File: src/verilog/pcc_pkg.sv
// Constants, register map and enumerations for the preset count control block.
// Assumes a single 125 MHz clock and an APB master that holds each request until pready.
package pcc_pkg;
  localparam int unsigned CLK_HZ        = 125_000_000;
  localparam int unsigned ENTER_WIN_S   = 5;
  localparam int unsigned ENTER_WIN_CYC = ENTER_WIN_S * CLK_HZ;
  localparam int unsigned CHECK_MS      = 2;
  localparam int unsigned CHECK_CYC     = CHECK_MS * (CLK_HZ / 1000);
  localparam int unsigned HUND_MS       = 10;
  localparam int unsigned HUND_CYC      = HUND_MS * (CLK_HZ / 1000);
  localparam int unsigned TURN_SHORT_MS = 2;
  localparam int unsigned TURN_LONG_MS  = 100;
  localparam int unsigned TURN_SHORT_CYC = TURN_SHORT_MS * (CLK_HZ / 1000);
  localparam int unsigned TURN_LONG_CYC  = TURN_LONG_MS * (CLK_HZ / 1000);
  localparam int unsigned DEBOUNCE_CYC  = 4096;
  localparam int unsigned ID_MAX        = 99;
  localparam int unsigned PULSE_MIN     = 1;
  localparam int unsigned PULSE_MAX     = 9999;
  // Register byte offsets.
  localparam logic [7:0] REG_MODE    = 8'h00;
  localparam logic [7:0] REG_INPUTS  = 8'h04;
  localparam logic [7:0] REG_OUTCFG0 = 8'h08;
  localparam logic [7:0] REG_OUTCFG1 = 8'h0C;
  localparam logic [7:0] REG_OUTCFG2 = 8'h10;
  localparam logic [7:0] REG_PRESET  = 8'h14;
  localparam logic [7:0] REG_SERIAL  = 8'h18;
  localparam logic [7:0] REG_COUNT   = 8'h1C;
  localparam logic [7:0] REG_STATUS  = 8'h20;
  localparam logic [7:0] REG_SERCMD  = 8'h24;
  // Field positions.
  localparam int unsigned MODE_CM_LSB   = 0;
  localparam int unsigned MODE_LOAD_BIT = 4;
  localparam int unsigned MODE_AUTO_BIT = 5;
  localparam int unsigned MODE_KEY_LSB  = 8;
  localparam int unsigned OUT_REV_BIT   = 0;
  localparam int unsigned OUT_PUL_BIT   = 1;
  localparam int unsigned OUT_COIN_LSB  = 2;
  localparam int unsigned OUT_OCTL_LSB  = 4;
  localparam int unsigned OUT_CLR_LSB   = 6;
  localparam int unsigned OUT_DUR_LSB   = 16;
  localparam int unsigned SER_ID_LSB    = 0;
  localparam int unsigned SER_BAUD_LSB  = 8;
  localparam int unsigned SER_PAR_LSB   = 12;
  localparam int unsigned SER_TURN_BIT  = 14;
  localparam logic [31:0] RST_MODE    = 32'h0000_0000;
  localparam logic [31:0] RST_OUTCFG  = 32'h0001_0000;
  localparam logic [23:0] PRESET_MAX  = 24'h0F_423F;
  typedef enum logic [3:0] {
    PCC_CM_CADDSUB = 4'h0, PCC_CM_CADDADD = 4'h1, PCC_CM_CDIR = 4'h2,
    PCC_CM_QUAD1 = 4'h3, PCC_CM_QUAD2 = 4'h4, PCC_CM_SADDSUB = 4'h5,
    PCC_CM_SADDADD = 4'h6, PCC_CM_SDIR1 = 4'h7, PCC_CM_SDIR2 = 4'h8
  } pcc_cmode_t;
  typedef enum logic [2:0] {
    PCC_IN_OFF = 3'h0, PCC_IN_OUTPUT_CONTROL_EVENT = 3'h1, PCC_IN_EDGE = 3'h2, PCC_IN_LEVEL = 3'h3,
    PCC_IN_INHIBIT = 3'h4, PCC_IN_LOCK = 3'h5, PCC_IN_LOCKALL = 3'h6
  } pcc_infn_t;
  typedef enum logic [1:0] {
    PCC_ACT_NONE = 2'h0, PCC_ACT_PICK = 2'h1, PCC_ACT_DROP = 2'h2
  } pcc_act_t;
  typedef enum logic [1:0] {
    PCC_PAR_NONE = 2'h0, PCC_PAR_ODD = 2'h1, PCC_PAR_EVEN = 2'h2
  } pcc_par_t;
  typedef enum logic [1:0] {
    PCC_RUN = 2'b00, PCC_ARMED = 2'b01, PCC_PROG = 2'b11
  } pcc_pst_t;
endpackage

File: src/verilog/pcc_top.sv
// Preset count control: count decoding, counter, control inputs, three outputs
// and serial port settings, all reached over APB.
// Assumes pins synchronous-ish to sys_clk; a second flop stage is still added here.
module pcc_top
  import pcc_pkg::*;
#(
  parameter int unsigned ENTER_CYC  = ENTER_WIN_CYC,
  parameter int unsigned CHK_CYC    = CHECK_CYC,
  parameter int unsigned TICK_CYC   = HUND_CYC,
  parameter int unsigned TSHORT_CYC = TURN_SHORT_CYC,
  parameter int unsigned TLONG_CYC  = TURN_LONG_CYC,
  parameter int unsigned DEB_CYC    = DEBOUNCE_CYC
) (
  // Clock and reset.
  input  wire logic        sys_clk,
  input  wire logic        rst,
  // APB slave.
  input  wire logic        psel,
  input  wire logic        penable,
  input  wire logic        pwrite,
  input  wire logic [7:0]  paddr,
  input  wire logic [31:0] pwdata,
  output logic [31:0]      prdata,
  output logic             pready,
  output logic             pslverr,
  // Count inputs, control inputs and keys.
  input  wire logic        count_a,
  input  wire logic        count_b,
  input  wire logic [3:0]  ctrl_in,
  input  wire logic        front_reset_key,
  input  wire logic        run_program_key,
  input  wire logic        enter_key,
  // Serial message gating from the link logic.
  input  wire logic        msg_valid,
  input  wire logic [7:0]  msg_id,
  output logic             reply_go,
  // Outputs: relay, transistor 1, transistor 2.
  output logic [2:0]       out_on,
  output logic             program_mode
);
  localparam int unsigned DBW = $clog2(DEB_CYC + 1);

  typedef struct packed {
    logic [1:0]  sa, sb;
    logic [7:0]  sc;
    logic [1:0]  sk, sr, se;
    logic [DBW-1:0] da, db;
    logic        fa, fb;
    logic [6:0]  lvl;
    logic [31:0] mode, inputs, preset, serial;
    logic [2:0][31:0] ocfg;
    logic [23:0] count;
    logic        passed;
    logic [31:0] chk;
    logic [2:0]  on;
    logic [2:0][13:0] dur;
    logic [23:0] tick;
    logic        hund;
    pcc_pst_t    pst;
    logic [31:0] win;
    logic [23:0] turn;
    logic        busy, refused;
    logic [31:0] rdata;
    logic        err;
    logic        ack;
  } pcc_state_t;

  pcc_state_t s_q, s_d;

  logic        raw_a, raw_b, rise_a, fall_a, rise_b, fall_b;
  logic [4:0]  act_lvl, act_rise;
  logic        up, dn, octl, clr_edge, clr_hold, inhibit, lock, lockall;
  logic        contact, doubled, load_mode;
  logic        do_clr, coin;
  logic [23:0] clr_val;
  logic        wr, rd;
  logic        prog_ok, preset_ok;

  // One wait state lets read data and the error flag come from flops with pready.
  assign pready  = s_q.ack;
  assign prdata  = s_q.rdata;
  assign pslverr = s_q.err;
  assign out_on  = s_q.on;
  assign program_mode = (s_q.pst == PCC_PROG);
  assign reply_go = s_q.busy && (s_q.turn == 24'h00_0000);

  assign contact   = (s_q.mode[MODE_CM_LSB +: 4] <= PCC_CM_CDIR);
  assign doubled   = (s_q.mode[MODE_CM_LSB +: 4] == PCC_CM_QUAD2) ||
                     (s_q.mode[MODE_CM_LSB +: 4] == PCC_CM_SDIR2);
  assign load_mode = s_q.mode[MODE_LOAD_BIT];
  assign raw_a = contact ? s_q.fa : s_q.sa[1];
  assign raw_b = contact ? s_q.fb : s_q.sb[1];
  assign rise_a = raw_a & ~s_q.lvl[6];
  assign fall_a = ~raw_a & s_q.lvl[6];
  assign rise_b = raw_b & ~s_q.lvl[5];
  assign fall_b = ~raw_b & s_q.lvl[5];
  assign act_lvl = {s_q.sk[1], s_q.sc[7], s_q.sc[5], s_q.sc[3], s_q.sc[1]};
  assign wr = psel && penable && pwrite && !s_q.ack;
  assign rd = psel && penable && !pwrite && !s_q.ack;
  assign prog_ok   = !lock && !lockall && (s_q.pst != PCC_PROG);
  assign preset_ok = !lockall;
  assign clr_val = load_mode ? s_q.preset[23:0] : 24'h00_0000;

  // Decode of count inputs into up and down pulses.
  always_comb begin
    up = 1'b0;
    dn = 1'b0;
    unique case (s_q.mode[MODE_CM_LSB +: 4])
      PCC_CM_CADDSUB, PCC_CM_SADDSUB: begin
        up = rise_a;
        dn = rise_b;
      end
      PCC_CM_CADDADD, PCC_CM_SADDADD: begin
        up = rise_a | rise_b;
      end
      PCC_CM_CDIR, PCC_CM_SDIR1, PCC_CM_SDIR2: begin
        up = (rise_a | (doubled & fall_a)) & raw_b;
        dn = (rise_a | (doubled & fall_a)) & ~raw_b;
      end
      PCC_CM_QUAD1, PCC_CM_QUAD2: begin
        // Stepping on A edges with direction from B cancels jitter on either line.
        up = (rise_a & ~raw_b) | (doubled & fall_a & raw_b);
        dn = (fall_a & ~raw_b) | (doubled & rise_a & raw_b);
      end
      default: begin
        up = 1'b0;
        dn = 1'b0;
      end
    endcase
  end

  // Control input functions combined over the four terminals and the key.
  always_comb begin
    logic [2:0] fn;
    fn = 3'h0;
    octl = 1'b0;
    clr_edge = 1'b0;
    clr_hold = 1'b0;
    inhibit = 1'b0;
    lock = 1'b0;
    lockall = 1'b0;
    act_rise = act_lvl & ~s_q.lvl[4:0];
    for (int i = 0; i < 5; i++) begin
      fn = (i == 4) ? s_q.mode[MODE_KEY_LSB +: 3] : s_q.inputs[i*4 +: 3];
      if (i == 4 && fn != PCC_IN_EDGE && fn != PCC_IN_LEVEL) begin
        fn = PCC_IN_OFF;
      end
      unique case (fn)
        PCC_IN_OUTPUT_CONTROL_EVENT:   octl     = octl | act_rise[i];
        PCC_IN_EDGE:    clr_edge = clr_edge | act_rise[i];
        PCC_IN_LEVEL:   clr_hold = clr_hold | act_lvl[i];
        PCC_IN_INHIBIT: inhibit  = inhibit | act_lvl[i];
        PCC_IN_LOCK:    lock     = lock | act_lvl[i];
        PCC_IN_LOCKALL: lockall  = lockall | act_lvl[i];
        default:        octl     = octl;
      endcase
    end
  end

  assign coin   = s_q.passed && (s_q.chk == 32'h0000_0000);
  assign do_clr = clr_edge | clr_hold | (coin & s_q.mode[MODE_AUTO_BIT]);

  always_comb begin
    logic [1:0] ev;
    s_d = s_q;
    ev = 2'b00;
    s_d.err = 1'b0;
    s_d.ack = psel && penable && !s_q.ack;
    // Two-stage synchronizers feed the filters and edge detectors.
    s_d.sa = {s_q.sa[0], count_a};
    s_d.sb = {s_q.sb[0], count_b};
    s_d.sc = {s_q.sc[6], ctrl_in[3], s_q.sc[4], ctrl_in[2],
              s_q.sc[2], ctrl_in[1], s_q.sc[0], ctrl_in[0]};
    s_d.sk = {s_q.sk[0], front_reset_key};
    s_d.sr = {s_q.sr[0], run_program_key};
    s_d.se = {s_q.se[0], enter_key};
    // A contact filter only accepts a level that stayed put for the full window.
    s_d.da = (s_q.sa[1] == s_q.fa) ? '0 : s_q.da + DBW'(1);
    if (s_q.da == DBW'(DEB_CYC)) begin
      s_d.fa = s_q.sa[1];
      s_d.da = '0;
    end
    s_d.db = (s_q.sb[1] == s_q.fb) ? '0 : s_q.db + DBW'(1);
    if (s_q.db == DBW'(DEB_CYC)) begin
      s_d.fb = s_q.sb[1];
      s_d.db = '0;
    end
    // Count lines and control levels keep separate history so no edge is lost.
    s_d.lvl = {raw_a, raw_b, act_lvl};
    // Counter.
    if (do_clr) begin
      s_d.count = clr_val;
      s_d.passed = 1'b0;
    end else if (!inhibit) begin
      if (up && !(load_mode == 1'b0 && s_q.count == PRESET_MAX)) begin
        s_d.count = (s_q.count == PRESET_MAX) ? 24'h00_0000 : s_q.count + 24'h00_0001;
        if (!load_mode && s_d.count == s_q.preset[23:0]) begin
          s_d.passed = 1'b1;
        end
      end else if (dn) begin
        s_d.count = (s_q.count == 24'h00_0000) ? PRESET_MAX : s_q.count - 24'h00_0001;
        if (load_mode && s_q.count == 24'h00_0001) begin
          s_d.passed = 1'b1;
        end
      end
    end
    s_d.chk = (s_q.chk == 32'h0000_0000) ? CHK_CYC - 1 : s_q.chk - 32'h0000_0001;
    if (coin) begin
      s_d.passed = 1'b0;
    end
    // Hundredth-second tick for pulsed outputs.
    s_d.hund = (s_q.tick == 24'h00_0000);
    s_d.tick = s_d.hund ? 24'(TICK_CYC - 1) : s_q.tick - 24'h00_0001;
    // Outputs.
    for (int o = 0; o < 3; o++) begin
      ev = 2'b00;
      for (int k = 0; k < 3; k++) begin
        if ((k == 0 && coin) || (k == 1 && octl) || (k == 2 && do_clr && !coin)) begin
          if (s_q.ocfg[o][OUT_COIN_LSB + 2*k +: 2] == PCC_ACT_PICK) ev[0] = 1'b1;
          if (s_q.ocfg[o][OUT_COIN_LSB + 2*k +: 2] == PCC_ACT_DROP) ev[1] = 1'b1;
        end
      end
      if (s_q.ocfg[o][OUT_REV_BIT]) begin
        ev = {ev[0], ev[1]};
      end
      if (ev[0] && !s_q.on[o]) begin
        s_d.on[o] = 1'b1;
        s_d.dur[o] = s_q.ocfg[o][OUT_DUR_LSB +: 14];
      end else if (ev[1]) begin
        s_d.on[o] = 1'b0;
      end else if (s_q.ocfg[o][OUT_PUL_BIT] && s_q.on[o] && s_q.hund) begin
        s_d.dur[o] = s_q.dur[o] - 14'h0001;
        if (s_q.dur[o] <= 14'h0001) begin
          s_d.on[o] = 1'b0;
        end
      end
    end
    // Program mode entry.
    s_d.win = s_q.win - 32'h0000_0001;
    unique case (s_q.pst)
      PCC_RUN: begin
        if (s_q.sr[1]) begin
          s_d.pst = PCC_ARMED;
          s_d.win = ENTER_CYC - 1;
        end
      end
      PCC_ARMED: begin
        if (s_q.se[1]) begin
          s_d.pst = PCC_PROG;
        end else if (s_q.win == 32'h0000_0000) begin
          s_d.pst = PCC_RUN;
        end
      end
      PCC_PROG: begin
        s_d.on = 3'b000;
        if (s_q.sr[1] && !s_q.se[1]) begin
          s_d.pst = PCC_RUN;
        end
      end
      default: s_d.pst = PCC_RUN;
    endcase
    // Serial message gating and turnaround.
    if (msg_valid && !s_q.busy && msg_id == s_q.serial[SER_ID_LSB +: 8]) begin
      s_d.busy = 1'b1;
      s_d.turn = s_q.serial[SER_TURN_BIT] ? 24'(TLONG_CYC - 1) : 24'(TSHORT_CYC - 1);
    end else if (s_q.busy) begin
      if (s_q.turn == 24'h00_0000) begin
        s_d.busy = 1'b0;
      end else begin
        s_d.turn = s_q.turn - 24'h00_0001;
      end
    end
    // APB access; acted on once, in the first cycle of the two-cycle access phase.
    if (rd) begin
      unique case (paddr)
        REG_MODE:    s_d.rdata = s_q.mode;
        REG_INPUTS:  s_d.rdata = s_q.inputs;
        REG_OUTCFG0: s_d.rdata = s_q.ocfg[0];
        REG_OUTCFG1: s_d.rdata = s_q.ocfg[1];
        REG_OUTCFG2: s_d.rdata = s_q.ocfg[2];
        REG_PRESET:  s_d.rdata = s_q.preset;
        REG_SERIAL:  s_d.rdata = s_q.serial;
        REG_COUNT:   s_d.rdata = {8'h00, s_q.count};
        REG_STATUS:  s_d.rdata = {24'h00_0000, s_q.refused, lockall, lock,
                                  program_mode, s_q.on, s_q.passed};
        default: begin
          s_d.rdata = 32'h0000_0000;
          s_d.err = 1'b1;
        end
      endcase
    end
    if (wr) begin
      s_d.refused = 1'b0;
      unique case (paddr)
        REG_MODE, REG_INPUTS, REG_OUTCFG0, REG_OUTCFG1, REG_OUTCFG2, REG_SERIAL: begin
          if (prog_ok) begin
            if (paddr == REG_MODE)    s_d.mode = pwdata & 32'h0000_073F;
            if (paddr == REG_INPUTS)  s_d.inputs = pwdata & 32'h0000_7777;
            if (paddr == REG_OUTCFG0) s_d.ocfg[0] = pwdata;
            if (paddr == REG_OUTCFG1) s_d.ocfg[1] = pwdata;
            if (paddr == REG_OUTCFG2) s_d.ocfg[2] = pwdata;
            if (paddr == REG_SERIAL && pwdata[7:0] <= 8'(ID_MAX)) s_d.serial = pwdata;
          end else begin
            s_d.refused = 1'b1;
            s_d.err = 1'b1;
          end
        end
        REG_PRESET: begin
          if (preset_ok && pwdata[23:0] <= PRESET_MAX) begin
            s_d.preset = {8'h00, pwdata[23:0]};
          end else begin
            s_d.refused = 1'b1;
            s_d.err = 1'b1;
          end
        end
        default: s_d.err = 1'b1;
      endcase
    end
  end

  always_ff @(posedge sys_clk) begin
    if (rst) begin
      s_q <= '0;
      s_q.mode <= RST_MODE;
      s_q.ocfg <= {RST_OUTCFG, RST_OUTCFG, RST_OUTCFG};
      s_q.on <= 3'b000;
      s_q.pst <= PCC_RUN;
    end else begin
      s_q <= s_d;
    end
  end
endmodule
File: config.mk
export PLATFORM = sky130hd
export DESIGN_NAME = pcc_top
export DESIGN_NICKNAME = d
export VERILOG_FILES = /design/src/verilog/pcc_pkg.sv /design/src/verilog/pcc_top.sv
export SDC_FILE = /design/constraint.sdc
export NUM_CORES = 1
export LEC_CHECK = 0
export ABC_AREA = 1
export BUFFER_PORTS_ARGS = -buffer_cell sky130_fd_sc_hd__buf_2
export CAP_MARGIN = 20
export CORE_ASPECT_RATIO = 1.25
export CORE_UTILIZATION = 55
export DETAILED_ROUTE_END_ITERATION = 6
export GPL_ROUTABILITY_DRIVEN = 1
export PLACE_DENSITY_LB_ADDON = 0.12
export SLEW_MARGIN = 25
export SYNTH_ARGS = -nofsm -noshare
export SYNTH_HDL_FRONTEND = slang
export SYNTH_SLANG_ARGS = --single-unit
File: constraint.sdc
create_clock -name sys_clk -period 4.6 [get_ports sys_clk]
set_input_delay 0.92 -clock sys_clk [delete_from_list [all_inputs] [get_ports sys_clk]]
set_output_delay 0.92 -clock sys_clk [all_outputs]
set_load 0.03 [all_outputs]
-- Word-level counts from Yosys, hierarchy flattened
Cells that the tools add are included.
- register bits after elaboration: 447
- bits of input ports: 63
- output and inout port bits: 39
- $add $sub $neg: 11
- magnitude comparators: 6
- equality and inequality tests: 86
- mux-type cells: 118
- bitwise operators: 50
- reduce and logical (&&, ||, !) cells: 93
- operators by type and width (operator ; count):
    $pmux 32 s9 ; 1
    $mux 25 ; 6
    $mux 14 ; 9
    $mux 24 ; 5
    $logic_not 24->1 ; 3
    $mux 1 ; 72
    $sub 24x1->24 const B ; 3
    $logic_not 32->1 ; 2
    $sub 32x1->32 const B ; 2
    $eq 3x3->1 const B ; 15
    $le 14x1->1 const B ; 3
    $sub 14x1->14 const B ; 3
    $mux 34 ; 1
    $eq 8x5->1 const B ; 4
    $mux 32 ; 1
    $eq 3x2->1 const B ; 10
    $logic_and 1x1->1 ; 30
    $mux 2 ; 15
    $or 1x1->1 ; 30
    $reduce_and 4->1 ; 7
    $add 13x1->13 const B ; 2
    $eq 13x13->1 const B ; 2
    $add 24x1->24 const B ; 1
    $eq 24x1->1 const B ; 1
    45 further kinds ; 136

-- Longest topological paths before layout
- word-level depth: 19
- depth in mapped cells: 18
- gate-level depth less buffers: 17

-- Worst setup path before layout
No wires, ideal clock.
- path kind: reg2out
- start: register s_q[36] (netlist name)
- end: output reply_go
- data arrival time: 1.662 ns
- data required time: 3.680 ns
- path slack: 2.018 ns
- stages on the path, launching flop included: 11
- path through: dfxtp_1 inv_1 ha_1 nand2_1 nor2_2 nand2_1 nor3_2 nand2_1 nor2_2 nand2_1 nor2_1
- longest elaborated chain between the ends: 2
- ends and longest elaborated chain (what ; RTL line ; source):
    start: declaration ; pcc_top.sv:68 ; pcc_state_t s_q, s_d;
    $logic_not 24->1 ; pcc_top.sv:85 ; assign reply_go = s_q.busy && (s_q.turn == 24'h00_0000);
    $logic_and 1x1->1 ; pcc_top.sv:85 ;
    end: declaration ; pcc_top.sv:36 ; output logic reply_go,
No other way between the ends.

-- Worst setup path after layout
Same ends and word-level chain as after synthesis.

==> flow_metrics.py <==
metrics = {
    "outcome": {
        "status": "finished, final reports clean",
    },
    "final_layout": {
        "fin_nets": 3545,
        "drive_above_1_share": 0.0895,
        "area_growth_pct": 8.88,
        "final-seq-area_mm2": 0.00895,
        "multi_input_area_mm2": 0.0121,
        "fill_cells": 4069,
        "finalInstanceArea_mm2": 0.0258,
    },
    "logic_synthesis": {
        "synth_cell_type_count": 61,
        "ys_seq_area_frac": 0.378,
        "ys_warn_count": 0,
        "netlist_area_mm2": 0.0237,
        "synth_top_area_share": 0.378,
        "synthCells": 3459,
        "synth.top_cells.by_area": "dfxtp_1, nand2_1, nor2_1, inv_1, a21oi_1",
        "synth_most_common_cell": "nand2_1",
        "ys_dominant_reg_cell": "dfxtp_1",
        "synth_edf_count": 0,
        "synth_seq_cells": 447,
        "avgSynthCellArea_um2": 6.84,
        "synth_common_cells": "nand2_1, nor2_1, dfxtp_1",
        "syn-num-nets": 3541,
        "yosysTopAreaCell": "dfxtp_1",
        "async_flop_share": 0,
    },
    "run": {
        "max_cap_violations": 0,
    },
    "sta": {
        "finalCriticalPeriod_ns": 3.35,
        "finalSetupTns_ns": 0,
        "tightest_slew_ns": 1.09,
        "rsz0062_at_grt": "no",
        "maxSlewViolCount": 0,
        "finalSetupViolations": 0,
        "fin_crit_sh": 0.728,
        "hold_viol": 0,
        "timing.fmax_ghz": 0.299,
        "finalClockSkew_ns": 0.0110,
        "slew_headroom": 0.269,
    },
    "floorplan": {
        "row_count": 84,
        "fp.dieH_um": 234,
        "die_area_mm2": 0.0439,
        "ios": 102,
        "core_area_mm2": 0.0423,
        "die_w_um": 188,
        "initial_core_util": 0.560,
    },
    "clocking": {
        "clk_pin_slew_ns": 0.06,
        "cts_buffers": 46,
        "cts_root_buffer": "clkbuf_16",
        "cts_tree": "yes",
        "clock-sinks": 447,
        "cts_buffer_depth": 3,
        "cts_resized": 0,
        "ctsHtreeMaxLevel": 2,
        "clk-insertion-delay-late_ns": 0.59,
        "post_cts_buffers": 0,
        "ctsHoldBuffers": 0,
    },
    "critical_path": {
        "cp.required_ns": 3.68,
        "startpoint_type": "register",
        "ff2ff_setup_slack_ns": 1.48,
        "rr_worst_depth": 16,
        "r2r-start": "s_q[197]",
        "arrival_ns": 2.43,
        "crit_path_end_kind": "output pin",
        "critPathKind": "register to output pin",
        "worstReg2RegEnd": "s_q[196]",
        "crit_fanout": 4,
        "setup.worst_path.start": "s_q[36]",
    },
    "global_route": {
        "grt-ovfl-total": 0,
        "grt_pass1_vias": 21500,
        "grt_max_degree": 112,
        "track_usage": 0.329,
        "grt_pass1_wl_um": 115000,
        "antenna_found_initial": 5,
    },
    "pwr": {
        "power.density_mw_per_mm2": 394,
        "ir_worst_vdd_uv": 415,
        "p_leak_nw": 10.4,
    },
    "detailed_routing": {
        "firstDrtPassIters": 6,
        "dr.first_iter.drc_count": 2124,
        "drt-wirelength-per-cell_um": 18.2,
        "ant_nets": 0,
        "via_count": 23500,
        "route.detailed.drc": 0,
        "routed_via_density": 5.78,
        "routed_wirelength_um": 74000,
    },
    "place": {
        "dp_hpwl_um": 53600,
        "dpl_cell_area_mm2": 0.0242,
        "gp_congestion": 1.01,
        "portBuffers": 101,
    },
    "worst_hold_path": {
        "min_to": "s_q[497]",
        "hold_start": "s_d[497]",
        "holdCritPathClass": "register to register",
        "holdPathStages": 2,
    },
}
[worst max-delay path, cell delays in order (launching register included)]
cell	delay, ns
dfxtp_1	0.30
inv_1	0.10
ha_1	0.20
nand2_1	0.10
nor2_2	0.15
nand2_1	0.12
nor3_2	0.22
nand2_1	0.10
nor2_2	0.12
nand2_1	0.10
nor2_1	0.14
buf_2	0.22
[cell usage in the layout, fill, tap and decap left out, drive strengths merged, types with 74 or more instances in the layout]
master / instances
a21oi: 286
buf: 124
dfxtp: 447
inv: 458
nand2: 557
nand3: 231
nor2: 523
nor3: 74
o21ai: 274
o22ai: 77
xor2: 75
[per-stage QoR]
step / hold WS, ns / util / cells / power, mW / setup slack (ns)
4_1_cts: 0.404 / 0.610 / 4056 / 10.2 / 1.22
3_3_place_gp: 0.395 / 0.573 / 3974 / 6.27 / 1.33
6_report: 0.403 / 0.610 / 4059 / 10.1 / 1.25
3_5_place_dp: 0.397 / 0.573 / 3974 / 6.32 / 1.25
2_1_floorplan: 0.388 / - / 3459 / 5.86 / 2.02
5_1_grt: 0.419 / 0.610 / 4059 / 10.6 / 1.02
[layout make-up]
type,instances,share of cell area
multi-input combinational,2381,0.470
timing repair buffer,124,0.0270
clock inverter,13,0.00665
tap,559,0.0271
inverter,463,0.0675
antenna,3,0.000291
sequential,447,0.347
clock buffer,69,0.0535
[report_power, final]
| group | internal (mW) | switching (mW) |
|---|---|---|
| sequential | 4.14 | 0.238 |
| combinational | 0.659 | 1.23 |
| clock | 2.29 | 1.60 |
[logic make-up (layout without fill, tap and decap cells)]
logic type / after synthesis / in the layout / share of synthesized area
flops: 447 / 447 / 0.378
buf+inv: 631 / 669 / 0.110
xor+xnor: 98 / 98 / 0.0374
compound gates: 750 / 750 / 0.177
fa+ha+maj: 19 / 19 / 0.0100
simple gates: 1514 / 1514 / 0.287
other cells: 0 / 3 / 0
[worst max-delay path by stage]
stage | to | slack, ns | cells past startpoint
2_1_floorplan | reply_go | 2.02 | 10
3_3_place_gp | s_q[327] | 1.33 | 11
3_5_place_dp | prdata[9] | 1.25 | 9
4_1_cts | reply_go | 1.22 | 11
5_1_grt | reply_go | 1.02 | 11
6_report | reply_go | 1.25 | 11
[sequential cells by signal (all words and copies together), names as in the netlist]
register   flops
act_lvl        5
load_mode      1
out_on         3
prdata        32
pready         1
pslverr        1
s_d            9
s_q          395
[metal layers]
layer  vias up  track usage  routed length (um)
met3       220       0.0491                5570
met2       973        0.559               34600
li1      11400            -                   -
met5         -            0                  28
met4         4        0.163                3480
met1     10900        0.407               30300
(Power assumes the default switching activity.)
